==> src/inc/ifc_cfg_map.vh <==
`ifndef IFC_CFG_MAP_VH
`define IFC_CFG_MAP_VH

`define IFC_ADDR_OFS_A      4'h4
`define IFC_ADDR_OFS_B      4'h5
`define IFC_ADDR_OFS_C      4'h6
`define IFC_ADDR_OFS_D      4'h7
`define IFC_ADDR_MAP_EVEN   4'h8
`define IFC_ADDR_MAP_ODD    4'h9
`define IFC_ADDR_PAT_LEN    4'hA
`define IFC_ADDR_BLK_TGT    4'hB
`define IFC_ADDR_MAIN_CTL   4'hC
`define IFC_ADDR_MON_CTL    4'hD
`define IFC_ADDR_FRONT_BIAS 4'hE
`define IFC_ADDR_BACK_BIAS  4'hF

`define IFC_RST_OFS         8'h00
`define IFC_RST_MAP         8'h00
`define IFC_RST_PAT_LEN     8'h00
`define IFC_RST_BLK_TGT     8'h10
`define IFC_RST_MAIN_CTL    8'h4E
`define IFC_RST_MON_CTL     8'h00
`define IFC_RST_FRONT_BIAS  8'hAA
`define IFC_RST_BACK_BIAS   8'h5A

`define IFC_MASK_PAT_LEN    8'h0F
`define IFC_MASK_MON_CTL    8'h3B

`define IFC_CTL_OFS_OUT     7
`define IFC_CTL_SO_EN       6
`define IFC_CTL_INTEG_HI    5
`define IFC_CTL_INTEG_LO    4
`define IFC_CTL_AUTO_BLK    3
`define IFC_CTL_STROBE_HI   2
`define IFC_CTL_CDS_EN      1
`define IFC_CTL_PWR_DN      0

`define IFC_MON_SEL_HI      5
`define IFC_MON_SEL_LO      4
`define IFC_MON_EN          3
`define IFC_MON_ADC_REF     1
`define IFC_MON_DAC_REF     0

`endif

==> src/hw/ifc_cfg_regs.v <==
`include "ifc_cfg_map.vh"

module ifc_cfg_regs #(
   parameter DATA_W = 10
) (
   input  wire              i_clk,
   input  wire              i_rst,
   input  wire              i_sclk,
   input  wire              i_ce,
   input  wire              i_sdi,
   output reg               o_sdo,
   output reg               o_sdo_oe,
   input  wire              i_line_start_strobe,
   input  wire              i_pixel_tick,
   input  wire              i_blk_valid,
   input  wire [7:0]        i_blk_offset_a,
   input  wire [7:0]        i_blk_offset_b,
   input  wire [7:0]        i_blk_offset_c,
   input  wire [7:0]        i_blk_offset_d,
   input  wire [DATA_W-1:0] i_adc_data,
   input  wire [DATA_W-1:0] i_offset_error,
   output reg  [DATA_W-1:0] o_out_data,
   output reg  [1:0]        o_pixel_sel,
   output reg  [7:0]        o_offset_a,
   output reg  [7:0]        o_offset_b,
   output reg  [7:0]        o_offset_c,
   output reg  [7:0]        o_offset_d,
   output reg  [7:0]        o_black_level_target,
   output reg  [2:0]        o_integ_shift,
   output reg               o_auto_black_en,
   output reg               o_strobe_rising,
   output reg               o_cds_select,
   output reg               o_analog_power_down,
   output reg  [1:0]        o_monitor_select,
   output reg               o_monitor_enable,
   output reg               o_adc_ref_active,
   output reg               o_dac_ref_active,
   output reg  [7:0]        o_front_bias,
   output reg  [7:0]        o_back_bias
);

   localparam ST_IDLE = 2'b00;
   localparam ST_CMD  = 2'b01;
   localparam ST_WDAT = 2'b10;
   localparam ST_RDAT = 2'b11;

   // Pin inputs pass two flops, each reset to its pin's idle level
   reg        sclk_prev_q;
   reg        lstart_prev_q;
   wire       s_sclk;
   wire       s_ce;
   wire       s_sdi;
   wire       s_lstart;
   wire       s_pix;
   wire       sclk_rise = s_sclk & ~sclk_prev_q;
   wire       sclk_fall = ~s_sclk & sclk_prev_q;

   ifc_cfg_sync #(
      .RST_VAL (1'b0)
   ) sclk_sync_inst (
      .i_clk (i_clk),
      .i_rst (i_rst),
      .i_d   (i_sclk),
      .o_q   (s_sclk)
   );

   // Chip enable idles high, so no false frame follows reset
   ifc_cfg_sync #(
      .RST_VAL (1'b1)
   ) ce_sync_inst (
      .i_clk (i_clk),
      .i_rst (i_rst),
      .i_d   (i_ce),
      .o_q   (s_ce)
   );

   ifc_cfg_sync #(
      .RST_VAL (1'b0)
   ) sdi_sync_inst (
      .i_clk (i_clk),
      .i_rst (i_rst),
      .i_d   (i_sdi),
      .o_q   (s_sdi)
   );

   ifc_cfg_sync #(
      .RST_VAL (1'b0)
   ) lstart_sync_inst (
      .i_clk (i_clk),
      .i_rst (i_rst),
      .i_d   (i_line_start_strobe),
      .o_q   (s_lstart)
   );

   ifc_cfg_sync #(
      .RST_VAL (1'b0)
   ) pix_sync_inst (
      .i_clk (i_clk),
      .i_rst (i_rst),
      .i_d   (i_pixel_tick),
      .o_q   (s_pix)
   );

   always @(posedge i_clk) begin
      if (i_rst) begin
         sclk_prev_q <= 1'b0;
         lstart_prev_q <= 1'b0;
      end else begin
         sclk_prev_q <= s_sclk;
         lstart_prev_q <= s_lstart;
      end
   end

   // Register bank
   reg  [7:0] ofs_q [0:3];
   reg  [7:0] map_even_q;
   reg  [7:0] map_odd_q;
   reg  [7:0] pat_len_q;
   reg  [7:0] blk_tgt_q;
   reg  [7:0] main_ctl_q;
   reg  [7:0] mon_ctl_q;
   reg  [7:0] front_bias_q;
   reg  [7:0] back_bias_q;

   // Serial engine: R/W bit, 3 reserved/upper addr bits, 4 addr bits, 8 data, MSB first
   reg  [1:0] st_q;
   reg  [3:0] bit_cnt_q;
   reg  [7:0] shift_q;
   reg  [3:0] addr_q;
   reg        wr_stb_q;
   reg  [7:0] wr_data_q;
   reg  [7:0] rd_val;
   integer    k;

   always @* begin
      case (addr_q)
         `IFC_ADDR_OFS_A:      rd_val = ofs_q[0];
         `IFC_ADDR_OFS_B:      rd_val = ofs_q[1];
         `IFC_ADDR_OFS_C:      rd_val = ofs_q[2];
         `IFC_ADDR_OFS_D:      rd_val = ofs_q[3];
         `IFC_ADDR_MAP_EVEN:   rd_val = map_even_q;
         `IFC_ADDR_MAP_ODD:    rd_val = map_odd_q;
         `IFC_ADDR_PAT_LEN:    rd_val = pat_len_q;
         `IFC_ADDR_BLK_TGT:    rd_val = blk_tgt_q;
         `IFC_ADDR_MAIN_CTL:   rd_val = main_ctl_q;
         `IFC_ADDR_MON_CTL:    rd_val = mon_ctl_q;
         `IFC_ADDR_FRONT_BIAS: rd_val = front_bias_q;
         `IFC_ADDR_BACK_BIAS:  rd_val = back_bias_q;
         default:              rd_val = 8'h00;
      endcase
   end

   always @(posedge i_clk) begin
      if (i_rst) begin
         st_q <= ST_IDLE;
         bit_cnt_q <= 4'h0;
         shift_q <= 8'h00;
         addr_q <= 4'h0;
         wr_stb_q <= 1'b0;
         wr_data_q <= 8'h00;
         o_sdo <= 1'b0;
         o_sdo_oe <= 1'b0;
      end else begin
         wr_stb_q <= 1'b0;
         if (s_ce) begin
            st_q <= ST_IDLE;
            bit_cnt_q <= 4'h0;
            o_sdo_oe <= 1'b0;
         end else begin
            case (st_q)
               ST_IDLE: begin
                  st_q <= ST_CMD;
                  bit_cnt_q <= 4'h0;
               end
               ST_CMD: begin
                  if (sclk_rise) begin
                     shift_q <= {shift_q[6:0], s_sdi};
                     bit_cnt_q <= bit_cnt_q + 4'h1;
                     if (bit_cnt_q == 4'h7) begin
                        addr_q <= {shift_q[2:0], s_sdi};
                        bit_cnt_q <= 4'h0;
                        st_q <= shift_q[6] ? ST_RDAT : ST_WDAT;
                     end
                  end
               end
               ST_WDAT: begin
                  if (sclk_rise) begin
                     shift_q <= {shift_q[6:0], s_sdi};
                     bit_cnt_q <= bit_cnt_q + 4'h1;
                     if (bit_cnt_q == 4'h7) begin
                        wr_data_q <= {shift_q[6:0], s_sdi};
                        wr_stb_q <= 1'b1;
                        st_q <= ST_IDLE;
                     end
                  end
               end
               ST_RDAT: begin
                  if (sclk_fall) begin
                     o_sdo <= rd_val[3'd7 - bit_cnt_q[2:0]];
                     o_sdo_oe <= main_ctl_q[`IFC_CTL_SO_EN];
                     bit_cnt_q <= bit_cnt_q + 4'h1;
                     if (bit_cnt_q == 4'h8) begin
                        o_sdo_oe <= 1'b0;
                        st_q <= ST_IDLE;
                     end
                  end
               end
               default: st_q <= ST_IDLE;
            endcase
         end
      end
   end

   wire auto_en = main_ctl_q[`IFC_CTL_AUTO_BLK];

   always @(posedge i_clk) begin
      if (i_rst) begin
         for (k = 0; k < 4; k = k + 1)
            ofs_q[k] <= `IFC_RST_OFS;
         map_even_q <= `IFC_RST_MAP;
         map_odd_q <= `IFC_RST_MAP;
         pat_len_q <= `IFC_RST_PAT_LEN;
         blk_tgt_q <= `IFC_RST_BLK_TGT;
         main_ctl_q <= `IFC_RST_MAIN_CTL;
         mon_ctl_q <= `IFC_RST_MON_CTL;
         front_bias_q <= `IFC_RST_FRONT_BIAS;
         back_bias_q <= `IFC_RST_BACK_BIAS;
      end else begin
         if (auto_en && i_blk_valid) begin
            ofs_q[0] <= i_blk_offset_a;
            ofs_q[1] <= i_blk_offset_b;
            ofs_q[2] <= i_blk_offset_c;
            ofs_q[3] <= i_blk_offset_d;
         end
         if (wr_stb_q) begin
            case (addr_q)
               `IFC_ADDR_OFS_A: if (!auto_en) ofs_q[0] <= wr_data_q;
               `IFC_ADDR_OFS_B: if (!auto_en) ofs_q[1] <= wr_data_q;
               `IFC_ADDR_OFS_C: if (!auto_en) ofs_q[2] <= wr_data_q;
               `IFC_ADDR_OFS_D: if (!auto_en) ofs_q[3] <= wr_data_q;
               `IFC_ADDR_MAP_EVEN:   map_even_q <= wr_data_q;
               `IFC_ADDR_MAP_ODD:    map_odd_q <= wr_data_q;
               `IFC_ADDR_PAT_LEN:    pat_len_q <= wr_data_q & `IFC_MASK_PAT_LEN;
               `IFC_ADDR_BLK_TGT:    blk_tgt_q <= wr_data_q;
               `IFC_ADDR_MAIN_CTL:   main_ctl_q <= wr_data_q;
               `IFC_ADDR_MON_CTL:    mon_ctl_q <= wr_data_q & `IFC_MASK_MON_CTL;
               `IFC_ADDR_FRONT_BIAS: front_bias_q <= wr_data_q;
               `IFC_ADDR_BACK_BIAS:  back_bias_q <= wr_data_q;
               default: ;
            endcase
         end
      end
   end

   // Colour map sequencer
   reg        line_odd_q;
   reg        active_q;
   reg  [1:0] pos_q;
   wire [7:0] cur_map = line_odd_q ? map_odd_q : map_even_q;
   wire [1:0] cur_len = line_odd_q ? pat_len_q[3:2] : pat_len_q[1:0];

   always @(posedge i_clk) begin
      if (i_rst) begin
         line_odd_q <= 1'b1;
         active_q <= 1'b0;
         pos_q <= 2'b00;
      end else begin
         if (s_lstart && !lstart_prev_q) begin
            line_odd_q <= ~line_odd_q;
            active_q <= 1'b1;
            pos_q <= 2'b00;
         end else if (!s_lstart) begin
            active_q <= 1'b0;
         end else if (active_q && s_pix) begin
            pos_q <= (pos_q == cur_len) ? 2'b00 : pos_q + 2'b01;
         end
      end
   end

   always @(posedge i_clk) begin
      if (i_rst) begin
         o_pixel_sel <= 2'b00;
         o_out_data <= {DATA_W{1'b0}};
         o_offset_a <= 8'h00;
         o_offset_b <= 8'h00;
         o_offset_c <= 8'h00;
         o_offset_d <= 8'h00;
         o_black_level_target <= 8'h00;
         o_integ_shift <= 3'd0;
         o_auto_black_en <= 1'b0;
         o_strobe_rising <= 1'b0;
         o_cds_select <= 1'b0;
         o_analog_power_down <= 1'b0;
         o_monitor_select <= 2'b00;
         o_monitor_enable <= 1'b0;
         o_adc_ref_active <= 1'b0;
         o_dac_ref_active <= 1'b0;
         o_front_bias <= 8'h00;
         o_back_bias <= 8'h00;
      end else begin
         case (pos_q)
            2'd0:    o_pixel_sel <= cur_map[1:0];
            2'd1:    o_pixel_sel <= cur_map[3:2];
            2'd2:    o_pixel_sel <= cur_map[5:4];
            default: o_pixel_sel <= cur_map[7:6];
         endcase
         o_out_data <= main_ctl_q[`IFC_CTL_OFS_OUT] ? i_offset_error : i_adc_data;
         o_offset_a <= ofs_q[0];
         o_offset_b <= ofs_q[1];
         o_offset_c <= ofs_q[2];
         o_offset_d <= ofs_q[3];
         o_black_level_target <= blk_tgt_q;
         case (main_ctl_q[`IFC_CTL_INTEG_HI:`IFC_CTL_INTEG_LO])
            2'b00:   o_integ_shift <= 3'd0;
            2'b01:   o_integ_shift <= 3'd2;
            2'b10:   o_integ_shift <= 3'd3;
            default: o_integ_shift <= 3'd4;
         endcase
         o_auto_black_en <= auto_en;
         o_strobe_rising <= main_ctl_q[`IFC_CTL_STROBE_HI];
         o_cds_select <= main_ctl_q[`IFC_CTL_CDS_EN];
         o_analog_power_down <= main_ctl_q[`IFC_CTL_PWR_DN];
         o_monitor_select <= mon_ctl_q[`IFC_MON_SEL_HI:`IFC_MON_SEL_LO];
         o_monitor_enable <= mon_ctl_q[`IFC_MON_EN];
         o_adc_ref_active <= mon_ctl_q[`IFC_MON_ADC_REF];
         o_dac_ref_active <= ~mon_ctl_q[`IFC_MON_DAC_REF];
         o_front_bias <= front_bias_q;
         o_back_bias <= back_bias_q;
      end
   end

endmodule

// Two-flop synchroniser for one pin
module ifc_cfg_sync #(
   parameter RST_VAL = 1'b0
) (
   input  wire i_clk,
   input  wire i_rst,
   input  wire i_d,
   output wire o_q
);

   reg meta_q;
   reg sync_q;

   assign o_q = sync_q;

   always @(posedge i_clk) begin
      if (i_rst) begin
         meta_q <= RST_VAL;
         sync_q <= RST_VAL;
      end else begin
         meta_q <= i_d;
         sync_q <= meta_q;
      end
   end

endmodule

==> config.mk <==
export PLATFORM = sky130hd
export DESIGN_NAME = ifc_cfg_regs
export DESIGN_NICKNAME = d
export VERILOG_FILES = /design/src/hw/ifc_cfg_regs.v
export VERILOG_INCLUDE_DIRS = /design/src /design/src/inc
export SDC_FILE = /design/constraint.sdc
export NUM_CORES = 1
export LEC_CHECK = 0
export ABC_AREA = 1
export BUFFER_PORTS_ARGS = -buffer_cell sky130_fd_sc_hd__buf_2
export CAP_MARGIN = 20
export CORE_UTILIZATION = 50
export DETAILED_ROUTE_END_ITERATION = 16
export PLACE_DENSITY_LB_ADDON = 0.25
export SLEW_MARGIN = 20
export SYNTH_ARGS = -nofsm -noshare
export SYNTH_HDL_FRONTEND = slang
export SYNTH_SLANG_ARGS = --single-unit
==> constraint.sdc <==
create_clock -name i_clk -period 2.2 [get_ports i_clk]
set_clock_uncertainty 0.15 [all_clocks]
set_input_delay 0.44 -clock i_clk [delete_from_list [all_inputs] [get_ports i_clk]]
set_output_delay 0.44 -clock i_clk [all_outputs]
set_load 0.01 [all_outputs]
==> impl_results.html <==
<table>
<tr><th>Metric</th><th>Value</th></tr>
<tr><th colspan="2">Synthesis</th></tr>
<tr><td>Most frequent cell after synthesis</td><td>sky130_fd_sc_hd__dfxtp_1</td></tr>
<tr><td>Seq cells post-synth</td><td>213</td></tr>
<tr><td>Number of enable-type register cells in the synthesized netlist</td><td>32</td></tr>
<tr><td>Warnings, synthesis</td><td>0</td></tr>
<tr><td>Fraction of the yosys area taken by sequential cells</td><td>54.8%</td></tr>
<tr><td>Most common library cells after synthesis</td><td>sky130_fd_sc_hd__dfxtp_1, sky130_fd_sc_hd__nand2_1, sky130_fd_sc_hd__nor2_1</td></tr>
<tr><td>Cell type contributing the most total cell area after synthesis</td><td>sky130_fd_sc_hd__dfxtp_1</td></tr>
<tr><td>Post-synthesis instance area</td><td>between 8000 and 9000 um2</td></tr>
<tr><td>Post-Synthesis Cells</td><td>1,057</td></tr>
<tr><td>Synthesized Nets</td><td>between 1,000 and 1,500</td></tr>
<tr><td>Area share of the largest cell type after synthesis</td><td>43.3%</td></tr>
<tr><td>Number of library cell types mapped by synthesis</td><td>31</td></tr>
<tr><td>Leading register cell type out of synthesis</td><td>sky130_fd_sc_hd__dfxtp_1</td></tr>
<tr><td>Syn Area/Cell</td><td>7.92 um2</td></tr>
<tr><td>Cell types with the largest area share after synthesis</td><td>sky130_fd_sc_hd__dfxtp_1, sky130_fd_sc_hd__edfxtp_1, sky130_fd_sc_hd__nand2_1</td></tr>
<tr><td>Asr flop ratio synth</td><td>0%</td></tr>
<tr><th colspan="2">STA</th></tr>
<tr><td>Slew of the pin with the lowest slew margin</td><td>0.948 ns</td></tr>
<tr><td>Slew HR</td><td>around 37%</td></tr>
<tr><td>Post-route clock period utilization</td><td>between 90% and 100%</td></tr>
<tr><td>Setup-violating endpoint count in the final report</td><td>0</td></tr>
<tr><td>Fin. Hold Viols</td><td>0</td></tr>
<tr><td>Final Max Slew Viols</td><td>0</td></tr>
<tr><td>Achievable clock frequency</td><td>0.494 GHz</td></tr>
<tr><td>Unrepaired setup endpoints after global routing</td><td>no</td></tr>
<tr><td>Final period demand of the worst path</td><td>between 2 and 2.5 ns</td></tr>
<tr><td>Total negative setup slack</td><td>0 ns</td></tr>
<tr><td>Final hold slack</td><td>approximately 0.016 ns</td></tr>
<tr><th colspan="2">Global route</th></tr>
<tr><td>Antenna violations before repair</td><td>0</td></tr>
<tr><td>Vias in the first global route</td><td>6,927</td></tr>
<tr><td>Overall Global Routing Usage</td><td>27.2%</td></tr>
<tr><td>Maximum number of pins on one net before global-route repair</td><td>65</td></tr>
<tr><td>Global-route congestion overflow total</td><td>0</td></tr>
<tr><td>Wire length of the first global-routing pass</td><td>between 30,000 and 40,000 um</td></tr>
<tr><th colspan="2">Die</th></tr>
<tr><td>Core region area</td><td>roughly 16,000 um2</td></tr>
<tr><td>Die X-Extent</td><td>~130 um</td></tr>
<tr><td>Die outline area</td><td>17,300 um2</td></tr>
<tr><td>Floorplan row count</td><td>46</td></tr>
<tr><td>Initial core utilization</td><td>between 50% and 60%</td></tr>
<tr><td>DIE HEIGHT</td><td>between 100 and 150 um</td></tr>
<tr><td>Count of boundary I/O pins</td><td>142</td></tr>
<tr><th colspan="2">Clock network</th></tr>
<tr><td>Clk Tree Root Cell</td><td>sky130_fd_sc_hd__clkbuf_16</td></tr>
<tr><td>Largest buffer count on any clock path</td><td>3</td></tr>
<tr><td>Sinks on the clock net</td><td>between 200 and 250</td></tr>
<tr><td>Inserted Clock Buffers</td><td>22</td></tr>
<tr><td>Count of buffers added by post-CTS timing repair for setup</td><td>0</td></tr>
<tr><td>Clock-pin slew on the worst setup and hold paths</td><td>around 0.060 ns</td></tr>
<tr><td>TritonCTS clock tree</td><td>done</td></tr>
<tr><td>Htree depth</td><td>1</td></tr>
<tr><td>Skew-Pair Late Insertion Delay</td><td>about 0.5 ns</td></tr>
<tr><th colspan="2">Place</th></tr>
<tr><td>Number of I/O port buffers</td><td>roughly 140</td></tr>
<tr><td>Placed Cells incl. Taps</td><td>roughly 1,400</td></tr>
<tr><td>Half-perimeter wire length of the detailed placement result</td><td>between 15,000 and 20,000 um</td></tr>
<tr><td>Final estimated routing congestion in global placement</td><td>0.923</td></tr>
<tr><th colspan="2">Finish</th></tr>
<tr><td>Number of non-filler instances in the completed layout</td><td>between 1,000 and 1,500</td></tr>
<tr><td>Fill cell total of the finished layout</td><td>between 1,000 and 1,500</td></tr>
<tr><td>Syn-to-layout area delta</td><td>22.6%</td></tr>
<tr><td>Register containing the most flip-flops in the final layout</td><td>ofs_q</td></tr>
<tr><td>Fin util</td><td>63.7%</td></tr>
<tr><td>ANT cells</td><td>0</td></tr>
<tr><td>Number of flip-flops in the largest register</td><td>32</td></tr>
<tr><td>Biggest regs</td><td>ofs_q: 32 flops, o_out_data: 10 flops</td></tr>
<tr><td>Number of nets in the final layout</td><td>1,300</td></tr>
<tr><td>Share of cells above drive strength 1</td><td>about 18%</td></tr>
<tr><th colspan="2">Drt</th></tr>
<tr><td>Via count of the routed design</td><td>roughly 7,500</td></tr>
<tr><td>Remaining DRCs</td><td>0</td></tr>
<tr><td>Routed via count divided by cell count</td><td>5.15</td></tr>
<tr><td>Iteration count of the initial detailed-routing pass</td><td>5</td></tr>
<tr><td>Routed wire length</td><td>23,800 um</td></tr>
<tr><td>Routed len/inst</td><td>approximately 16 um</td></tr>
<tr><td>Drt first-iter violations</td><td>around 600</td></tr>
<tr><td>Final ANT Viol Nets</td><td>0</td></tr>
<tr><th colspan="2">Worst setup path</th></tr>
<tr><td>Cell type of the slowest stage on the worst timing path</td><td>sky130_fd_sc_hd__dfxtp_1</td></tr>
<tr><td>Critical Path, Cell by Cell</td><td>inv_1, nand2_1, nor2_1, nand2_2, nand3_2, nand2_1, o21ai_0</td></tr>
<tr><td>Startpoint-to-endpoint class of the critical path</td><td>flip-flop to flip-flop</td></tr>
<tr><td>Beginning of the worst register-to-register path</td><td>addr_q[3]</td></tr>
<tr><td>Crit path launch</td><td>addr_q[3]</td></tr>
<tr><td>Capturing element type of the critical path</td><td>flip-flop</td></tr>
<tr><td>Maximum fanout encountered on the critical timing path</td><td>19</td></tr>
<tr><td>Setup crit start kind</td><td>flip-flop</td></tr>
<tr><td>Maximum single-stage delay on the critical path</td><td>about 0.38 ns</td></tr>
<tr><td>Arrival time reported for the critical path endpoint</td><td>approximately 2.1 ns</td></tr>
<tr><td>Most frequent CP cell</td><td>sky130_fd_sc_hd__nand2_1</td></tr>
<tr><td>Critical path required time</td><td>roughly 2.3 ns</td></tr>
<tr><th colspan="2">Worst hold path</th></tr>
<tr><td>Launch point of the worst hold path</td><td>i_offset_error[9]</td></tr>
<tr><td>Class of the worst hold path</td><td>input port to flip-flop</td></tr>
<tr><th colspan="2">Power and ir drop</th></tr>
<tr><td>IR drop worst, VDD</td><td>0.000557 V</td></tr>
<tr><td>Leak Pwr</td><td>approximately 4.7 nW</td></tr>
<tr><td>Total power</td><td>roughly 8 mW</td></tr>
<tr><td>Power density over the cells</td><td>slightly below 800 nW/um2</td></tr>
<tr><th colspan="2">Flow run</th></tr>
<tr><td>Max capacitance violation total</td><td>0</td></tr>
<tr><th colspan="2">Run status</th></tr>
<tr><td>Status</td><td>finished, final reports clean</td></tr>
</table>
final timing paths:
path                            cells after the start           endpoint  slack (ns)
worst min register to register                      2  sdi_sync_inst.o_q        0.25
worst max register to register                      7        ofs_q[0][3]        0.18
worst min-delay path                                3      o_out_data[9]        0.02
worst max-delay path                                7        ofs_q[0][3]        0.18
logic make-up after synthesis:
logic type	after synthesis	synth area share, %
flip-flops	213	54.8
AO/OA/AOI/OAI	222	14.3
adder cells (fa/ha/maj)	12	1.79
AND/OR/NAND/NOR	414	19.9
buffers and inverters	193	8.96
XOR/XNOR	3	0.314
where the power goes:
part	total (mW)	internal (mW)	switching, mW
Clock	3.58	2.12	1.46
Sequential	4.09	4.05	0.0395
Combinational	0.344	0.138	0.207
Total	8.02	6.31	1.71
metal layers:
metal | vias up | part of all wire, % | track usage [%]
li1 | 3722 | - | -
met1 | 3368 | 44 | 36.8
met2 | 360 | 44 | 43.3
met3 | 53 | 8.3 | 4.67
met4 | 0 | 3.4 | 10.8
met5 | - | 0 | 0
worst max-delay path, delay by kind of cell, from the launching register on:
family	cells	cell delay, ns
and+or+nand+nor	5	1.03
DFF	1	0.38
buffers and inverters	1	0.11
AOI/OAI and AO/OA	1	0.09
layout by cell type (no fill, tap or decap), types with 2 or more instances in the layout:
cell | Yosys | final
sky130_fd_sc_hd__clkinv_1 | 2 | 2
sky130_fd_sc_hd__o21ai_0 | 113 | 113
sky130_fd_sc_hd__dlygate4sd3_1 | 0 | 5
sky130_fd_sc_hd__a221oi_1 | 2 | 2
sky130_fd_sc_hd__clkinv_2 | 0 | 3
sky130_fd_sc_hd__edfxtp_1 | 32 | 32
sky130_fd_sc_hd__xor2_1 | 3 | 3
sky130_fd_sc_hd__inv_2 | 1 | 2
sky130_fd_sc_hd__inv_1 | 155 | 154
sky130_fd_sc_hd__ha_1 | 12 | 12
sky130_fd_sc_hd__nor3_1 | 4 | 4
sky130_fd_sc_hd__nand3_1 | 51 | 51
sky130_fd_sc_hd__nor2_1 | 170 | 166
sky130_fd_sc_hd__buf_2 | 5 | 140
sky130_fd_sc_hd__o22ai_1 | 7 | 7
sky130_fd_sc_hd__o211ai_1 | 19 | 19
sky130_fd_sc_hd__nor2_4 | 1 | 2
sky130_fd_sc_hd__clkbuf_1 | 23 | 6
sky130_fd_sc_hd__dfxtp_1 | 181 | 181
sky130_fd_sc_hd__nor2_2 | 4 | 7
sky130_fd_sc_hd__a21oi_1 | 74 | 74
sky130_fd_sc_hd__nand2_1 | 177 | 177
sky130_fd_sc_hd__a211oi_1 | 4 | 4
sky130_fd_sc_hd__or2_2 | 2 | 2
sky130_fd_sc_hd__buf_4 | 5 | 35
sky130_fd_sc_hd__nand4_1 | 2 | 2
sky130_fd_sc_hd__clkbuf_16 | 0 | 24
sky130_fd_sc_hd__clkbuf_8 | 0 | 4
area by class of cell:
cell class              instances  area [um2]  area share [%]
repair buffers                181        1030            10.1
clock inverters                 4        26.3           0.256
clock buffers                  34         678            6.61
inverters                     158         593            5.78
well taps                     216         270            2.63
multi-input cells             652        3070            30.0
flip-flops and latches        213        4580            44.7
what timing repair did:
action	4_1_cts	5_1_grt
hold endpoints to repair	5	0
gates cloned	0	1
pin swaps	0	1
resized for setup	1	6
setup endpoints to repair	1	13
hold buffers	5	0
stage by stage:
step,area [um2],setup WS [ns]
finish,10300,0.175
global route,10300,0.000239
CTS,10200,0.0842
detailed placement,9470,0.0268
global placement,9470,0.0906
floorplan,8370,0.128
No activity file was read; power rests on OpenSTA's default activity.
